`src/logic/msx_defs.svh`:
```
/*
  constants for the swap / xor / table-read execution datapath:
  register offsets, field positions, reset values and operation codes.
  assumes it is included by bare name wherever these constants are needed.
*/
`ifndef MSX_DEFS_SVH
`define MSX_DEFS_SVH

// register byte offsets on the apb window
`define MSX_OFF_ACC      12'h000
`define MSX_OFF_STATUS   12'h004
`define MSX_OFF_T0MODE   12'h008
`define MSX_OFF_TPH      12'h00C
`define MSX_OFF_THD      12'h010
`define MSX_OFF_CMD      12'h014
`define MSX_ADDR_W       12

// command word fields
`define MSX_CMD_OP_HI    2
`define MSX_CMD_OP_LO    0
`define MSX_CMD_DEST     7
`define MSX_CMD_FA_HI    14
`define MSX_CMD_FA_LO    8
`define MSX_CMD_IMM_HI   23
`define MSX_CMD_IMM_LO   16

// status fields
`define MSX_ST_ZERO      0
`define MSX_ST_BUSY      1

// operation codes
`define MSX_OP_NOP       3'h0
`define MSX_OP_SWAP      3'h1
`define MSX_OP_XOR_REG   3'h2
`define MSX_OP_XOR_IMM   3'h3
`define MSX_OP_LD_TMODE  3'h4
`define MSX_OP_RD_TMODE  3'h5
`define MSX_OP_TABLE     3'h6

// reset values
`define MSX_RST_BYTE     8'h00
`define MSX_RST_WORD     32'h0000_0000
`define MSX_RST_ZERO     1'b0

// table address: pointer bits above the accumulator byte
`define MSX_TPH_USED_HI  2
`define MSX_PM_ADDR_W    11
`define MSX_PM_DATA_W    14
`define MSX_PM_LO_HI     7
`define MSX_PM_HI_HI     13
`define MSX_PM_HI_LO     8
`define MSX_THD_HI       5

`endif

```
`src/logic/msx_pkg.sv`:
```
/*
  types of the swap / xor / table-read execution datapath.
  assumes msx_defs.svh is on the include path.
*/
`include "msx_defs.svh"

package msx_pkg;

  typedef enum logic [2:0] {
    MSX_NOP      = `MSX_OP_NOP,
    MSX_SWAP     = `MSX_OP_SWAP,
    MSX_XOR_REG  = `MSX_OP_XOR_REG,
    MSX_XOR_IMM  = `MSX_OP_XOR_IMM,
    MSX_LD_TMODE = `MSX_OP_LD_TMODE,
    MSX_RD_TMODE = `MSX_OP_RD_TMODE,
    MSX_TABLE    = `MSX_OP_TABLE
  } msx_op_t;

  typedef enum logic [1:0] {
    MSX_IDLE,
    MSX_EXEC,
    MSX_TBL_DATA
  } msx_state_t;

endpackage

```
`src/logic/msx_alu.sv`:
```
/*
  combinational result unit: nibble swap and the two exclusive-or forms.
  assumes operands are stable for the whole execute cycle.
*/
`timescale 1ns/1ns
`include "msx_defs.svh"

module msx_alu (
  input  wire msx_pkg::msx_op_t op,
  input  wire logic [7:0]       acc,
  input  wire logic [7:0]       file_val,
  input  wire logic [7:0]       imm,
  output logic      [7:0]       result,
  output logic                  zero
);

  always_comb begin
    result = `MSX_RST_BYTE;
    unique case (op)
      msx_pkg::MSX_SWAP:    result = {file_val[3:0], file_val[7:4]};
      msx_pkg::MSX_XOR_REG: result = acc ^ file_val;
      msx_pkg::MSX_XOR_IMM: result = acc ^ imm;
      default:              result = `MSX_RST_BYTE;
    endcase
    zero = (result == `MSX_RST_BYTE);
  end

endmodule // msx_alu

```
`src/logic/msx_exec.sv`:
```
/*
  execution datapath for nibble swap, exclusive-or, timer-mode moves and
  program-memory table read, with an apb slave holding its registers.
  assumes file register and program memory respond on the same clock:
  file_rdata is combinational from file_addr, pm_rdata is valid in the same
  cycle as pm_rd.
*/
// Functional notes
// - swap exchanges the two nibbles
// - destination bit: zero to accumulator, one to file
// - load mode copies accumulator into timer mode
// - read mode copies timer mode into accumulator
// - table address pointer bits over accumulator; low byte
// - table word bits 13..8 into high data
// - register xor, routed by destination bit
// - immediate xor always to accumulator
`timescale 1ns/1ns
`include "msx_defs.svh"

module msx_exec (
  input  wire logic                        clk,
  input  wire logic                        arst_n,
  input  wire logic                        psel,
  input  wire logic                        penable,
  input  wire logic                        pwrite,
  input  wire logic [31:0]                 paddr,
  input  wire logic [31:0]                 pwdata,
  output logic      [31:0]                 prdata,
  output logic                             pready,
  output logic                             pslverr,
  output logic      [6:0]                  file_addr,
  input  wire logic [7:0]                  file_rdata,
  output logic      [7:0]                  file_wdata,
  output logic                             file_we,
  output logic      [`MSX_PM_ADDR_W-1:0]   pm_addr,
  output logic                             pm_rd,
  input  wire logic [`MSX_PM_DATA_W-1:0]   pm_rdata,
  output logic      [7:0]                  timer0_mode
);

  ////////////////////////////////////////////////////////////////////////
  // state

  msx_pkg::msx_state_t state_q, state_d;
  msx_pkg::msx_op_t    op_q, op_d;
  logic                dest_q, dest_d;
  logic [6:0]          fa_q, fa_d;
  logic [7:0]          imm_q, imm_d;
  logic [7:0]          acc_q, acc_d;
  logic [7:0]          timer0_mode_reg_q, timer0_mode_reg_d;
  logic [7:0]          tph_q, tph_d;
  logic [7:0]          thd_q, thd_d;
  logic                zero_q, zero_d;
  logic [31:0]         cmd_q, cmd_d;
  logic [7:0]          wdata_q, wdata_d;
  logic                we_q, we_d;
  logic [`MSX_PM_ADDR_W-1:0] pma_q, pma_d;
  logic                pmrd_q, pmrd_d;

  logic [7:0]          alu_result;
  logic                alu_zero;
  logic [7:0]          pm_lo;
  logic [5:0]          pm_hi;
  logic                busy;
  logic                acc_en;
  logic                wr_ok;
  logic                mapped;
  logic [`MSX_ADDR_W-1:0] reg_addr;

  assign pm_lo    = pm_rdata[`MSX_PM_LO_HI:0];
  assign pm_hi    = pm_rdata[`MSX_PM_HI_HI:`MSX_PM_HI_LO];
  assign busy     = (state_q != msx_pkg::MSX_IDLE);
  assign reg_addr = paddr[`MSX_ADDR_W-1:0];

  msx_alu u_alu (
    .op       (op_q),
    .acc      (acc_q),
    .file_val (file_rdata),
    .imm      (imm_q),
    .result   (alu_result),
    .zero     (alu_zero)
  );

  ////////////////////////////////////////////////////////////////////////
  // apb slave

  // writes stall while an instruction runs so software never races it
  assign acc_en  = psel && penable;
  assign pready  = !(busy && pwrite);
  assign wr_ok   = acc_en && pwrite && pready;
  assign mapped  = (paddr[31:`MSX_ADDR_W] == '0) && (reg_addr[1:0] == 2'h0) &&
                   (reg_addr <= `MSX_OFF_CMD);
  assign pslverr = acc_en && pready && !mapped;

  always_comb begin
    prdata = `MSX_RST_WORD;
    if (psel && !pwrite) begin
      unique case (reg_addr)
        `MSX_OFF_ACC:    prdata = {24'h000000, acc_q};
        `MSX_OFF_STATUS: prdata = {30'h00000000, busy, zero_q};
        `MSX_OFF_T0MODE: prdata = {24'h000000, timer0_mode_reg_q};
        `MSX_OFF_TPH:    prdata = {24'h000000, tph_q};
        `MSX_OFF_THD:    prdata = {24'h000000, thd_q};
        `MSX_OFF_CMD:    prdata = cmd_q;
        default:         prdata = `MSX_RST_WORD;
      endcase
    end
  end

  ////////////////////////////////////////////////////////////////////////
  // sequencer and datapath

  always_comb begin
    state_d = state_q;
    op_d    = op_q;
    dest_d  = dest_q;
    fa_d    = fa_q;
    imm_d   = imm_q;
    acc_d   = acc_q;
    timer0_mode_reg_d  = timer0_mode_reg_q;
    tph_d   = tph_q;
    thd_d   = thd_q;
    zero_d  = zero_q;
    cmd_d   = cmd_q;
    wdata_d = wdata_q;
    we_d    = 1'b0;
    pma_d   = pma_q;
    pmrd_d  = 1'b0;
    unique case (state_q)
      msx_pkg::MSX_IDLE: begin
        if (wr_ok) begin
          unique case (reg_addr)
            `MSX_OFF_ACC:    acc_d  = pwdata[7:0];
            `MSX_OFF_STATUS: zero_d = pwdata[`MSX_ST_ZERO];
            `MSX_OFF_TPH:    tph_d  = pwdata[7:0];
            `MSX_OFF_CMD: begin
              cmd_d   = pwdata;
              op_d    = msx_pkg::msx_op_t'(pwdata[`MSX_CMD_OP_HI:`MSX_CMD_OP_LO]);
              dest_d  = pwdata[`MSX_CMD_DEST];
              fa_d    = pwdata[`MSX_CMD_FA_HI:`MSX_CMD_FA_LO];
              imm_d   = pwdata[`MSX_CMD_IMM_HI:`MSX_CMD_IMM_LO];
              state_d = msx_pkg::MSX_EXEC;
            end
            default: ;
          endcase
        end
      end
      msx_pkg::MSX_EXEC: begin
        state_d = msx_pkg::MSX_IDLE;
        unique case (op_q)
          msx_pkg::MSX_SWAP, msx_pkg::MSX_XOR_REG: begin
            if (dest_q) begin
              wdata_d = alu_result;
              we_d    = 1'b1;
            end else begin
              acc_d = alu_result;
            end
            if (op_q == msx_pkg::MSX_XOR_REG) begin
              zero_d = alu_zero;
            end
          end
          msx_pkg::MSX_XOR_IMM: begin
            acc_d  = alu_result;
            zero_d = alu_zero;
          end
          msx_pkg::MSX_LD_TMODE: timer0_mode_reg_d = acc_q;
          msx_pkg::MSX_RD_TMODE: acc_d  = timer0_mode_reg_q;
          msx_pkg::MSX_TABLE: begin
            pma_d   = {tph_q[`MSX_TPH_USED_HI:0], acc_q};
            pmrd_d  = 1'b1;
            state_d = msx_pkg::MSX_TBL_DATA;
          end
          default: ;
        endcase
      end
      msx_pkg::MSX_TBL_DATA: begin
        acc_d   = pm_lo;
        thd_d   = {thd_q[7:6], pm_hi};
        state_d = msx_pkg::MSX_IDLE;
      end
      default: state_d = msx_pkg::MSX_IDLE;
    endcase
  end

  always_ff @(posedge clk or negedge arst_n) begin
    if (!arst_n) begin
      state_q <= msx_pkg::MSX_IDLE;
      op_q    <= msx_pkg::MSX_NOP;
      dest_q  <= 1'b0;
      fa_q    <= 7'h00;
      imm_q   <= `MSX_RST_BYTE;
      acc_q   <= `MSX_RST_BYTE;
      timer0_mode_reg_q  <= `MSX_RST_BYTE;
      tph_q   <= `MSX_RST_BYTE;
      thd_q   <= `MSX_RST_BYTE;
      zero_q  <= `MSX_RST_ZERO;
      cmd_q   <= `MSX_RST_WORD;
      wdata_q <= `MSX_RST_BYTE;
      we_q    <= 1'b0;
      pma_q   <= '0;
      pmrd_q  <= 1'b0;
    end else begin
      state_q <= state_d;
      op_q    <= op_d;
      dest_q  <= dest_d;
      fa_q    <= fa_d;
      imm_q   <= imm_d;
      acc_q   <= acc_d;
      timer0_mode_reg_q  <= timer0_mode_reg_d;
      tph_q   <= tph_d;
      thd_q   <= thd_d;
      zero_q  <= zero_d;
      cmd_q   <= cmd_d;
      wdata_q <= wdata_d;
      we_q    <= we_d;
      pma_q   <= pma_d;
      pmrd_q  <= pmrd_d;
    end
  end

  // file write lands one cycle after execute; address is held from the command
  assign file_addr   = fa_q;
  assign file_wdata  = wdata_q;
  assign file_we     = we_q;
  assign pm_addr     = pma_q;
  assign pm_rd       = pmrd_q;
  assign timer0_mode = timer0_mode_reg_q;

  ////////////////////////////////////////////////////////////////////////
  // checks

  logic ex_swap, ex_xr, ex_xi, ex_ld, ex_rd, ex_tbl;
  assign ex_swap = (state_q == msx_pkg::MSX_EXEC) && (op_q == msx_pkg::MSX_SWAP);
  assign ex_xr   = (state_q == msx_pkg::MSX_EXEC) && (op_q == msx_pkg::MSX_XOR_REG);
  assign ex_xi   = (state_q == msx_pkg::MSX_EXEC) && (op_q == msx_pkg::MSX_XOR_IMM);
  assign ex_ld   = (state_q == msx_pkg::MSX_EXEC) && (op_q == msx_pkg::MSX_LD_TMODE);
  assign ex_rd   = (state_q == msx_pkg::MSX_EXEC) && (op_q == msx_pkg::MSX_RD_TMODE);
  assign ex_tbl  = (state_q == msx_pkg::MSX_EXEC) && (op_q == msx_pkg::MSX_TABLE);

  swap_nibbles_a: assert property (@(posedge clk) disable iff (!arst_n)
    ex_swap |=> (dest_q ? (file_we && file_wdata[7:4] == $past(file_rdata[3:0]))
                        : (acc_q[3:0] == $past(file_rdata[7:4]))))
    else $error("swap result wrong");

  dest_route_a: assert property (@(posedge clk) disable iff (!arst_n)
    (ex_swap || ex_xr) && !dest_q |=> !file_we && acc_q == $past(alu_result))
    else $error("destination zero did not reach accumulator");

  tmode_load_a: assert property (@(posedge clk) disable iff (!arst_n)
    ex_ld |=> timer0_mode_reg_q == $past(acc_q) && $stable(acc_q) && state_q == msx_pkg::MSX_IDLE)
    else $error("timer mode load wrong");

  tmode_read_a: assert property (@(posedge clk) disable iff (!arst_n)
    ex_rd |=> acc_q == $past(timer0_mode_reg_q) && $stable(timer0_mode_reg_q))
    else $error("timer mode read wrong");

  table_addr_a: assert property (@(posedge clk) disable iff (!arst_n)
    ex_tbl |=> pm_rd && pm_addr == {$past(tph_q[`MSX_TPH_USED_HI:0]), $past(acc_q)})
    else $error("table address wrong");

  table_data_a: assert property (@(posedge clk) disable iff (!arst_n)
    ex_tbl |=> ##1 acc_q == $past(pm_lo) && thd_q[5:0] == $past(pm_hi))
    else $error("table data not loaded");

  xor_reg_a: assert property (@(posedge clk) disable iff (!arst_n)
    ex_xr && dest_q |=> file_we && file_wdata == ($past(acc_q) ^ $past(file_rdata)))
    else $error("register xor wrong");

  xor_imm_a: assert property (@(posedge clk) disable iff (!arst_n)
    ex_xi |=> !file_we && acc_q == ($past(acc_q) ^ $past(imm_q)))
    else $error("immediate xor wrong");

  zero_flag_a: assert property (@(posedge clk) disable iff (!arst_n)
    (ex_xr || ex_xi) |=> zero_q == ($past(alu_result) == 8'h00))
    else $error("zero flag wrong after xor");

  // instruction cycles only: once idle, software may rewrite the flag
  flags_kept_a: assert property (@(posedge clk) disable iff (!arst_n)
    (ex_swap || ex_ld || ex_rd || ex_tbl || state_q == msx_pkg::MSX_TBL_DATA)
      |=> $stable(zero_q))
    else $error("flag changed by non-xor op");

  cycle_count_a: assert property (@(posedge clk) disable iff (!arst_n)
    ex_tbl |=> state_q == msx_pkg::MSX_TBL_DATA ##1 state_q == msx_pkg::MSX_IDLE)
    else $error("table read not two cycles");

  single_cycle_a: assert property (@(posedge clk) disable iff (!arst_n)
    (ex_swap || ex_xr || ex_xi || ex_ld || ex_rd) |=> state_q == msx_pkg::MSX_IDLE)
    else $error("single cycle op overran");

  write_stall_a: assert property (@(posedge clk) disable iff (!arst_n)
    psel && penable && pwrite && busy |-> !pready)
    else $error("write accepted while busy");

  file_we_pulse_a: assert property (@(posedge clk) disable iff (!arst_n)
    file_we |=> !file_we)
    else $error("file write longer than one cycle");

  tmode_only_a: assert property (@(posedge clk) disable iff (!arst_n)
    $changed(timer0_mode_reg_q) |-> $past(ex_ld))
    else $error("timer mode changed without load");

  pm_read_a: assert property (@(posedge clk) disable iff (!arst_n)
    pm_rd |-> state_q == msx_pkg::MSX_TBL_DATA && !file_we)
    else $error("program read outside table cycle");

endmodule // msx_exec

```
`config.mk`:
```
export PLATFORM = sky130hd
export DESIGN_NAME = msx_exec
export DESIGN_NICKNAME = d
export VERILOG_FILES = /design/src/logic/msx_pkg.sv /design/src/logic/msx_alu.sv /design/src/logic/msx_exec.sv
export VERILOG_INCLUDE_DIRS = /design/src /design/src/logic
export SDC_FILE = /design/constraint.sdc
export NUM_CORES = 1
export LEC_CHECK = 0
export BUFFER_PORTS_ARGS = -buffer_cell sky130_fd_sc_hd__buf_2
export CAP_MARGIN = 5
export CORE_MARGIN = 1.5
export CORE_UTILIZATION = 31
export CTS_CLUSTER_DIAMETER = 60
export DETAILED_ROUTE_END_ITERATION = 10
export PLACE_DENSITY = 0.61
export SLEW_MARGIN = 20
export SYNTH_ARGS = -nofsm -noshare
export SYNTH_HDL_FRONTEND = slang
export SYNTH_HIERARCHICAL = 1
export SYNTH_SLANG_ARGS = --single-unit
```
`constraint.sdc`:
```
create_clock -name clk -period 2.8 [get_ports clk]
set_input_delay 0.14 -clock clk [delete_from_list [all_inputs] [get_ports clk]]
set_output_delay 0.14 -clock clk [all_outputs]
set_load 0.01 [all_outputs]
```
==> flow_summary.toml, run 1 <==
[synthesis]
synthArstFlopShare_pct = 100
synth_fp_nets = 503
synth_cell_types = 45
syn_area_um2 = 4610
yosysMostFrequentCell = "dfrtp_1"
synth_area_leaders = "dfrtp_1 (47%), mux2_2 (21%), mux2i_1 (3.9%), nand2_1 (3.7%), and2_1 (3.4%)"
synth_top_cell_area_share_pct = 46.6
synthCells = 408
ys.flop_type = "dfrtp_1"
synth-edff-count = 0
syn_area_per_cell_um2 = 11.3
post-synth-top-area-cell = "dfrtp_1"
ys_ff_latch = 86
yosysSeqAreaShare_pct = 46.6
synthTopCellsByCount = "dfrtp_1 (86), mux2_2 (85), nand2_1 (45), and2_1 (25), o21ai_0 (22)"
ys.warnings.count = 6

[finish]
area.sequential_um2 = 2150
layout-drive-gt1-share_pct = 49.7
multi_input_area_um2 = 2310
nFillCells = 1475
syn_to_final_growth_pct = 26.7
diodes = 0
finalNetCount = 652

[timing]
tightest_slew_ns = 0.868
fmax_mhz = 422
drv_slew = 0
finalHoldViolCount = 0
finalSetupViolations = 0
relSlewSlack_pct = 42.1
fin_worst_skew_ns = 0.00425
whs_ns = 0.0292
grt_setup_unrepaired = "false"
period_share_pct = 84.7
setup_tns_ns = 0
period_minus_slack_ns = 2.37

[clock_network]
cts_buffers = 9
root_buffer = "clkbuf_16"
htreeDepth = 3
clkLatencyLatePin_ns = 0.34
cts_sinks = 86
clk_pin_slew_ns = 0.06
tritoncts = "yes"
clockBufferDepth = 2

[critical_path]
path_max_fanout = 33
cp.required_ns = 3.02
start_kind = "register"
criticalPathCategory = "register to register"
cp.arrival_ns = 2.59
cp-end-kind = "register"
rr_worst_depth = 4

[die]
fp-row-count = 44
io_pins = 161
start_util_pct = 31.7
die_h_um = 125
core-area_um2 = 14500
die_x_um = 125
die_area_um2 = 15600

[route]
vias = 3763
drt_iter0_drc = 206
drt-met1-wl_um = 5480
wl_um = 13100
dr.pass1.iters = 4
wl_met3_um = 694
vias_per_cell = 5.05
wl_met2_um = 6640
highest_layer = "met4"
avgRoutedWirePerCell_um = 17.6
drc = 0
ant_nets = 0

[global_routing]
grt_first_pass_wirelength_um = 20700
track_usage_pct = 16.9
grt_pass1_vias = 3808
grt.overflow.total = 0
grt_start_max_net_pins = 46
antenna_found_initial = 0

[placement]
port_buffers = 160
gp_congestion = 0.829
dp_hpwl_um = 10100

[flow_run]
drv_cap = 0

[min_path]
hold_path.class = "primary input to register"
whs_path_depth = 2

[power_and_ir_drop]
ir_worst_vdd_v = 0.000339
powerDensity_nw_per_um2 = 435
p_leak_nw = 3.02

[outcome]
status = "finished clean"
[timing repair]
item	CTS	global route
endpoints found under the hold margin	41	0
hold buffers	1	0
buffers inserted	0	0
resized for setup	0	0
[logic make-up (layout without fill, tap and decap cells)]
family / count (synthesis) / in the layout / share of synthesized area, %
flops: 86 / 86 / 46.6
xor+xnor: 8 / 8 / 1.52
simple gates: 121 / 121 / 14.3
compound gates: 53 / 53 / 7.43
buf+inv: 31 / 184 / 3.42
fa+ha+maj: 4 / 4 / 1.08
mux: 105 / 105 / 25.6
[area by class of cell]
cell class / count / share of cell area, %
multi-input cells: 291 / 39.6
flip-flops and latches: 86 / 36.8
repair buffers: 166 / 14.8
clock buffers: 11 / 4.32
well taps: 184 / 3.94
clock inverters: 4 / 0.385
inverters: 3 / 0.193
[power by group]
part,leakage [nW],internal [mW],switching [mW]
Sequential,1.18,1.25,0.0131
Combinational,1.70,0.0791,0.0839
Clock,0.137,0.640,0.478
[metrics by stage]
| step | total power [mW] | setup slack [ns] | area, um^2 | cells | utilization [%] |
|---|---|---|---|---|---|
| after floorplan | 1.33 | 0.717 | 4610 | 408 | - |
| after global placement | 1.45 | 0.550 | 5560 | 729 | 38.3 |
| after detailed placement | 1.45 | 0.406 | 5560 | 729 | 38.3 |
| after CTS | 2.57 | 0.396 | 5850 | 745 | 40.2 |
| after global routing | 2.63 | 0.241 | 5850 | 745 | 40.2 |
| final | 2.54 | 0.429 | 5850 | 745 | 40.2 |
[final timing paths]
path	end	start	slack (ns)
setup / recovery	imm_q[5]	state_q[1]	0.43
hold / removal	cmd_q[15]	pwdata[15]	0.03
setup reg to reg	imm_q[5]	state_q[1]	0.43
hold reg to reg	cmd_q[27]	cmd_q[27]	0.50
max in group asynchronous	timer0_mode[2]	arst_n	1.79
min in group asynchronous	file_addr[5]	arst_n	0.34
[critical path, stage by stage, from the launching register on]
cell and delay, ns:
dfrtp_1 0.40, inv_1 0.10, ha_1 0.41, nand3_2 0.76
mux2_2 0.56
[cell usage in the layout, fill, tap and decap left out, drive strengths merged, types with 9 or more instances in the layout]
cell	count
a22oi	9
nor2	10
dfrtp	86
mux2i	19
mux2	85
a21oi	11
and2	25
clkbuf	11
buf	165
nand2	45
nand3	11
o21ai	22
[per-layer routing]
layer / global-route usage (%) / vias up
met2: 28.5 / 120
met1: 21.2 / 1862
met5: 0 / -
met3: 3.51 / 24
li1: - / 1757
met4: 7.15 / 0
[flip-flops by register name, indices dropped and copies added (netlist names), 6 cells and up]
signal,cells
acc_q,8
cmd_q,17
file_addr,6
file_wdata,8
imm_q,7
pm_addr,11
thd_q,6
timer0_mode,8
tph_q,8
(Power assumes the default switching activity.)
==> run 2: changes to the inputs <==
==> constraint.sdc (replaced) <==
create_clock -name clk -period 2.36 [get_ports clk]
set_input_delay 0.118 -clock clk [delete_from_list [all_inputs] [get_ports clk]]
set_output_delay 0.118 -clock clk [all_outputs]
set_load 0.01 [all_outputs]
==> flow_summary.toml, run 2 (synthesized netlist as in run 1, its figures left out) <==
[outcome]
status = "finished clean"

[timing]
finalSetupViolations = 0
fmax_mhz = 476
grt_setup_unrepaired = "false"
period_minus_slack_ns = 2.10
fin_worst_skew_ns = 0.00728
relSlewSlack_pct = 54.0
period_share_pct = 89.0
drv_slew = 0
finalHoldViolCount = 0
tightest_slew_ns = 0.690
setup_tns_ns = 0

[die]
die_h_um = 125
io_pins = 161
die_x_um = 125
fp-row-count = 44
start_util_pct = 31.7
die_area_um2 = 15600
core-area_um2 = 14500

[placement]
dp_hpwl_um = 10300
gp_congestion = 0.804
dpl.cell_count = 734
port_buffers = 160

[route]
avgRoutedWirePerCell_um = 17.4
drt_iter0_drc = 142
drc = 0
vias = 3721
vias_per_cell = 4.95
wl_um = 13100
ant_nets = 0
dr.pass1.iters = 5

[power_and_ir_drop]
p_leak_nw = 3.05
powerDensity_nw_per_um2 = 517
ir_worst_vdd_v = 0.000345

[critical_path]
crit_start = "op_q[0]"
cp.arrival_ns = 1.98
cp-end-kind = "output port"
timing.rr.start = "op_q[1]"
reg2reg_setup_slack_ns = 0.34
cp.required_ns = 2.24
crit_chain = "buf_4, mux4_2, a222oi_1, nor2_1, buf_2"
max_stage_delay_ns = 0.49
path_max_fanout = 17
criticalPathCategory = "register to output port"
cp_num_cells = 5
path_buf_inv = 2
cpMaxStageDelayCell = "mux4_2"
crit_end = "prdata[0]"
rr_worst_depth = 5
start_kind = "register"
critPathTopFamily = "multiplexers"
reg2reg_to = "acc_q[3]"

[flow_run]
drv_cap = 0

[clock_network]
cts_sinks = 86
htreeDepth = 3
tritoncts = "yes"
cts_buffers = 9
clkLatencyLatePin_ns = 0.34
root_buffer = "clkbuf_16"
clk_pin_slew_ns = 0.06
clockBufferDepth = 2

[finish]
syn_to_final_growth_pct = 28.5
layout-drive-gt1-share_pct = 50.2
layout_common_cells = "buf_2 (159), dfrtp_1 (86), mux2_2 (85)"
finalNonFillerCells = 752
largest_register_ffs = 17
top_register = "cmd_q"
area.sequential_um2 = 2150
mostFrequentLayoutCell = "buf_2"
finalNetCount = 658
nFillCells = 1453
multi_input_area_um2 = 2310
diodes = 0

[global_routing]
grt_first_pass_wirelength_um = 21100
grt_pass1_vias = 4016
track_usage_pct = 17.1
antenna_found_initial = 0
grt_start_max_net_pins = 45
grt.overflow.total = 0

[min_path]
hold_path.class = "primary input to register"
min_from = "pwdata[19]"
==> run 2: worst register-to-register path, cell delays in order, from the launching register on <==
cell	delay, ns
dfrtp_1	0.41
buf_4	0.20
nor2_1	0.06
a221o_1	0.30
a221oi_4	0.52
mux2_2	0.40
==> run 2: what timing repair did <==
item                                   CTS  global route
buffers inserted                         0             0
hold buffers                             1             1
endpoints found under the hold margin   42             1
gates resized for setup                  0             0
==> run 2: layout make-up <==
cell class / count / area share [%]
timing repair buffer: 172 / 15.6
clock buffer: 12 / 4.50
multi-input combinational: 291 / 39.0
clock inverter: 4 / 0.507
sequential: 86 / 36.3
tap: 184 / 3.88
inverter: 3 / 0.190
==> run 2: stage by stage <==
stage	power, mW	setup slack (ns)	util (%)	area, um^2	hold slack [ns]
6_report	3.07	0.258	40.8	5930	0.00930
5_1_grt	3.19	0.205	40.8	5930	0.00463
4_1_cts	3.11	0.254	40.7	5920	0.000748
3_5_place_dp	1.72	0.251	38.6	5610	0.167
3_3_place_gp	1.71	0.341	38.6	5610	0.147
2_1_floorplan	1.58	0.277	-	4610	-0.178
==> run 2: how the worst min path moves through the flow <==
| stage | end | slack, ns | cells past startpoint |
|---|---|---|---|
| after global placement | file_addr[4] | 0.15 | 1 |
| after CTS | cmd_q[31] | 0.0007 | 2 |
| after floorplan | acc_q[0] | -0.18 | 0 |
| after detailed placement | file_addr[4] | 0.17 | 1 |
| final | imm_q[3] | 0.009 | 2 |
| after global routing | cmd_q[23] | 0.005 | 2 |
==> run 2: per-layer routing <==
| layer | vias up | GRT usage, % | share of wire (%) |
|---|---|---|---|
| met2 | 87 | 29.4 | 51 |
| met3 | 20 | 4.15 | 5.3 |
| li1 | 1765 | - | - |
| met5 | - | 0 | 0 |
| met1 | 1849 | 20.9 | 42 |
| met4 | 0 | 6.08 | 2.3 |
==> run 2: report_power, final <==
| part | total, mW | switching, mW | internal (mW) |
|---|---|---|---|
| logic | 0.195 | 0.0998 | 0.0949 |
| clock network | 1.37 | 0.574 | 0.799 |
| registers | 1.50 | 0.0158 | 1.48 |
| total | 3.07 | 0.690 | 2.38 |
==> run 3: changes to the inputs <==
--- a/config.mk
+++ b/config.mk
@@ -6,13 +6,13 @@
 export SDC_FILE = /design/constraint.sdc
 export NUM_CORES = 1
 export LEC_CHECK = 0
-export BUFFER_PORTS_ARGS = -buffer_cell sky130_fd_sc_hd__buf_2
 export CAP_MARGIN = 5
 export CORE_MARGIN = 1.5
 export CORE_UTILIZATION = 31
 export CTS_CLUSTER_DIAMETER = 60
 export DETAILED_ROUTE_END_ITERATION = 10
-export PLACE_DENSITY = 0.61
+export DONT_BUFFER_PORTS = 1
+export PLACE_DENSITY = 0.52
 export SLEW_MARGIN = 20
 export SYNTH_ARGS = -nofsm -noshare
 export SYNTH_HDL_FRONTEND = slang
==> flow_summary.toml, run 3 (synthesized netlist as in run 1, its figures left out) <==
[clock_network]
cts_repair_resize_count = 0
tritoncts = "yes"
clockBufferDepth = 2
htreeDepth = 3
clkLatencyLatePin_ns = 0.33
root_buffer = "clkbuf_16"
cts_sinks = 86
cts_buffers = 9
clk_pin_slew_ns = 0.06

[finish]
top_register = "cmd_q"
stdcell_area_um2 = 5540
largest_register_ffs = 17
layout_common_cells = "dfrtp_1 (86), mux2_2 (85), nand2_1 (45)"
mostFrequentLayoutCell = "dfrtp_1"
layout-drive-gt1-share_pct = 27.3
syn_to_final_growth_pct = 20.1
diodes = 0
finalNonFillerCells = 628
finalNetCount = 534

[flow_run]
drv_cap = 0

[route]
ant_nets = 0
dr.pass1.iters = 5
wl_um = 13100
drc = 0
vias_per_cell = 5.24
drt_iter0_drc = 132
vias = 3291
avgRoutedWirePerCell_um = 20.8

[critical_path]
reg2reg_setup_slack_ns = 0.26
cp.arrival_ns = 2.31
cp.required_ns = 2.58
rr_worst_depth = 5
path_max_fanout = 8
cp-end-kind = "register"
start_kind = "register"
criticalPathCategory = "register to register"
reg2reg_to = "timer0_mode[1]"
crit_start = "state_q[1]"
timing.rr.start = "state_q[1]"

[timing]
finalSetupViolations = 0
drv_slew = 0
finalHoldViolCount = 0
period_share_pct = 88.8
setup_tns_ns = 0
fmax_mhz = 477
fin_worst_skew_ns = 0.00550
tightest_slew_ns = 0.749
period_minus_slack_ns = 2.10
relSlewSlack_pct = 50.1
grt_setup_unrepaired = "false"

[power_and_ir_drop]
p_switching_mw = 0.652
p_total_mw = 3.31
intPower_mw = 2.66
switching_share_pct = 19.7
p_leak_nw = 2.49
p_clk_share_pct = 50.1
ir_worst_vdd_v = 0.000358
powerDensity_nw_per_um2 = 598
combPwrFrac_pct = 4.6
seqPwrFrac_pct = 45.2

[die]
die_area_um2 = 15600
core-area_um2 = 14500
io_pins = 161
die_h_um = 125
die_x_um = 125
start_util_pct = 31.7
fp-row-count = 44

[placement]
gp_congestion = 0.822
dpl.cell_count = 572
dp_hpwl_um = 9530
placed_cell_area_um2 = 4780
port_buffers = 0

[global_routing]
grt_first_pass_wirelength_um = 20300
grt_start_max_net_pins = 87
track_usage_pct = 16.9
grt.overflow.total = 0
antenna_found_initial = 0
grt_pass1_vias = 3454

[min_path]
min_to = "zero_q"
min_from = "pwdata[0]"
whs_path_depth = 2
hold_path.class = "primary input to register"

[outcome]
status = "finished clean"
run 3: cell types whose count changed in the layout (fill, tap and decap cells not counted), sizes merged:
cell | before | now
clkbuf | 12 | 13
bufinv | 0 | 3
buf | 170 | 9
dlygate4sd3 | 2 | 39
clkinvlp | 4 | 0
run 3: worst max path at each step:
stage	slack, ns	endpoint	cells after the start
after CTS	0.26	timer0_mode[4]	5
after detailed placement	0.27	timer0_mode[4]	5
final	0.26	timer0_mode[1]	5
after global placement	0.28	timer0_mode[0]	5
after global routing	0.12	timer0_mode[6]	5
after floorplan	0.28	acc_q[0]	5
run 3: cell type report:
class | instances | area, um^2
fillers | 1456 | 8990
clock inverters | 3 | 90.1
clock buffers | 13 | 260
multi-input cells | 291 | 2310
well taps | 184 | 230
inverters | 3 | 11.3
flip-flops and latches | 86 | 2150
repair buffers | 48 | 490
run 3: worst max-delay path: stages (launching register included):
cell     delay [ns]
dfrtp_1        0.40
inv_1          0.10
ha_1           0.34
nand2_1        0.15
nor3_2         0.57
mux2_2         0.41
run 3: per-stage QoR:
stage          util [%]  setup WS, ns  hold slack (ns)
5_1_grt            38.1         0.119           0.0320
2_1_floorplan         -         0.277           -0.178
3_5_place_dp       32.9         0.274           -0.175
3_3_place_gp       32.9         0.280           -0.176
4_1_cts            38.1         0.255           0.0128
6_report           38.1         0.264           0.0281
run 3: routing by layer:
metal	part of all wire [%]	vias to the layer above	wire length (um)	GRT usage [%]
met4	1.0	0	136	5.95
met1	41	1666	5300	20.5
met3	6.9	10	904	4.54
met5	0	-	0	0
met2	51	96	6730	29.0
li1	-	1519	-	-
run 3: power groups by stage:
stage / Clock, mW / Sequential, mW / Combinational [mW]
6_report: 1.66 / 1.50 / 0.153
3_5_place_dp: 0 / 1.53 / 0.0643
3_3_place_gp: 0 / 1.53 / 0.0637
2_1_floorplan: 0 / 1.52 / 0.0601
4_1_cts: 1.70 / 1.50 / 0.157
5_1_grt: 1.76 / 1.50 / 0.171
run 3: repair_timing:
item	4_1_cts	5_1_grt
buffers inserted	0	0
hold buffers	40	0
hold endpoints to repair	132	0
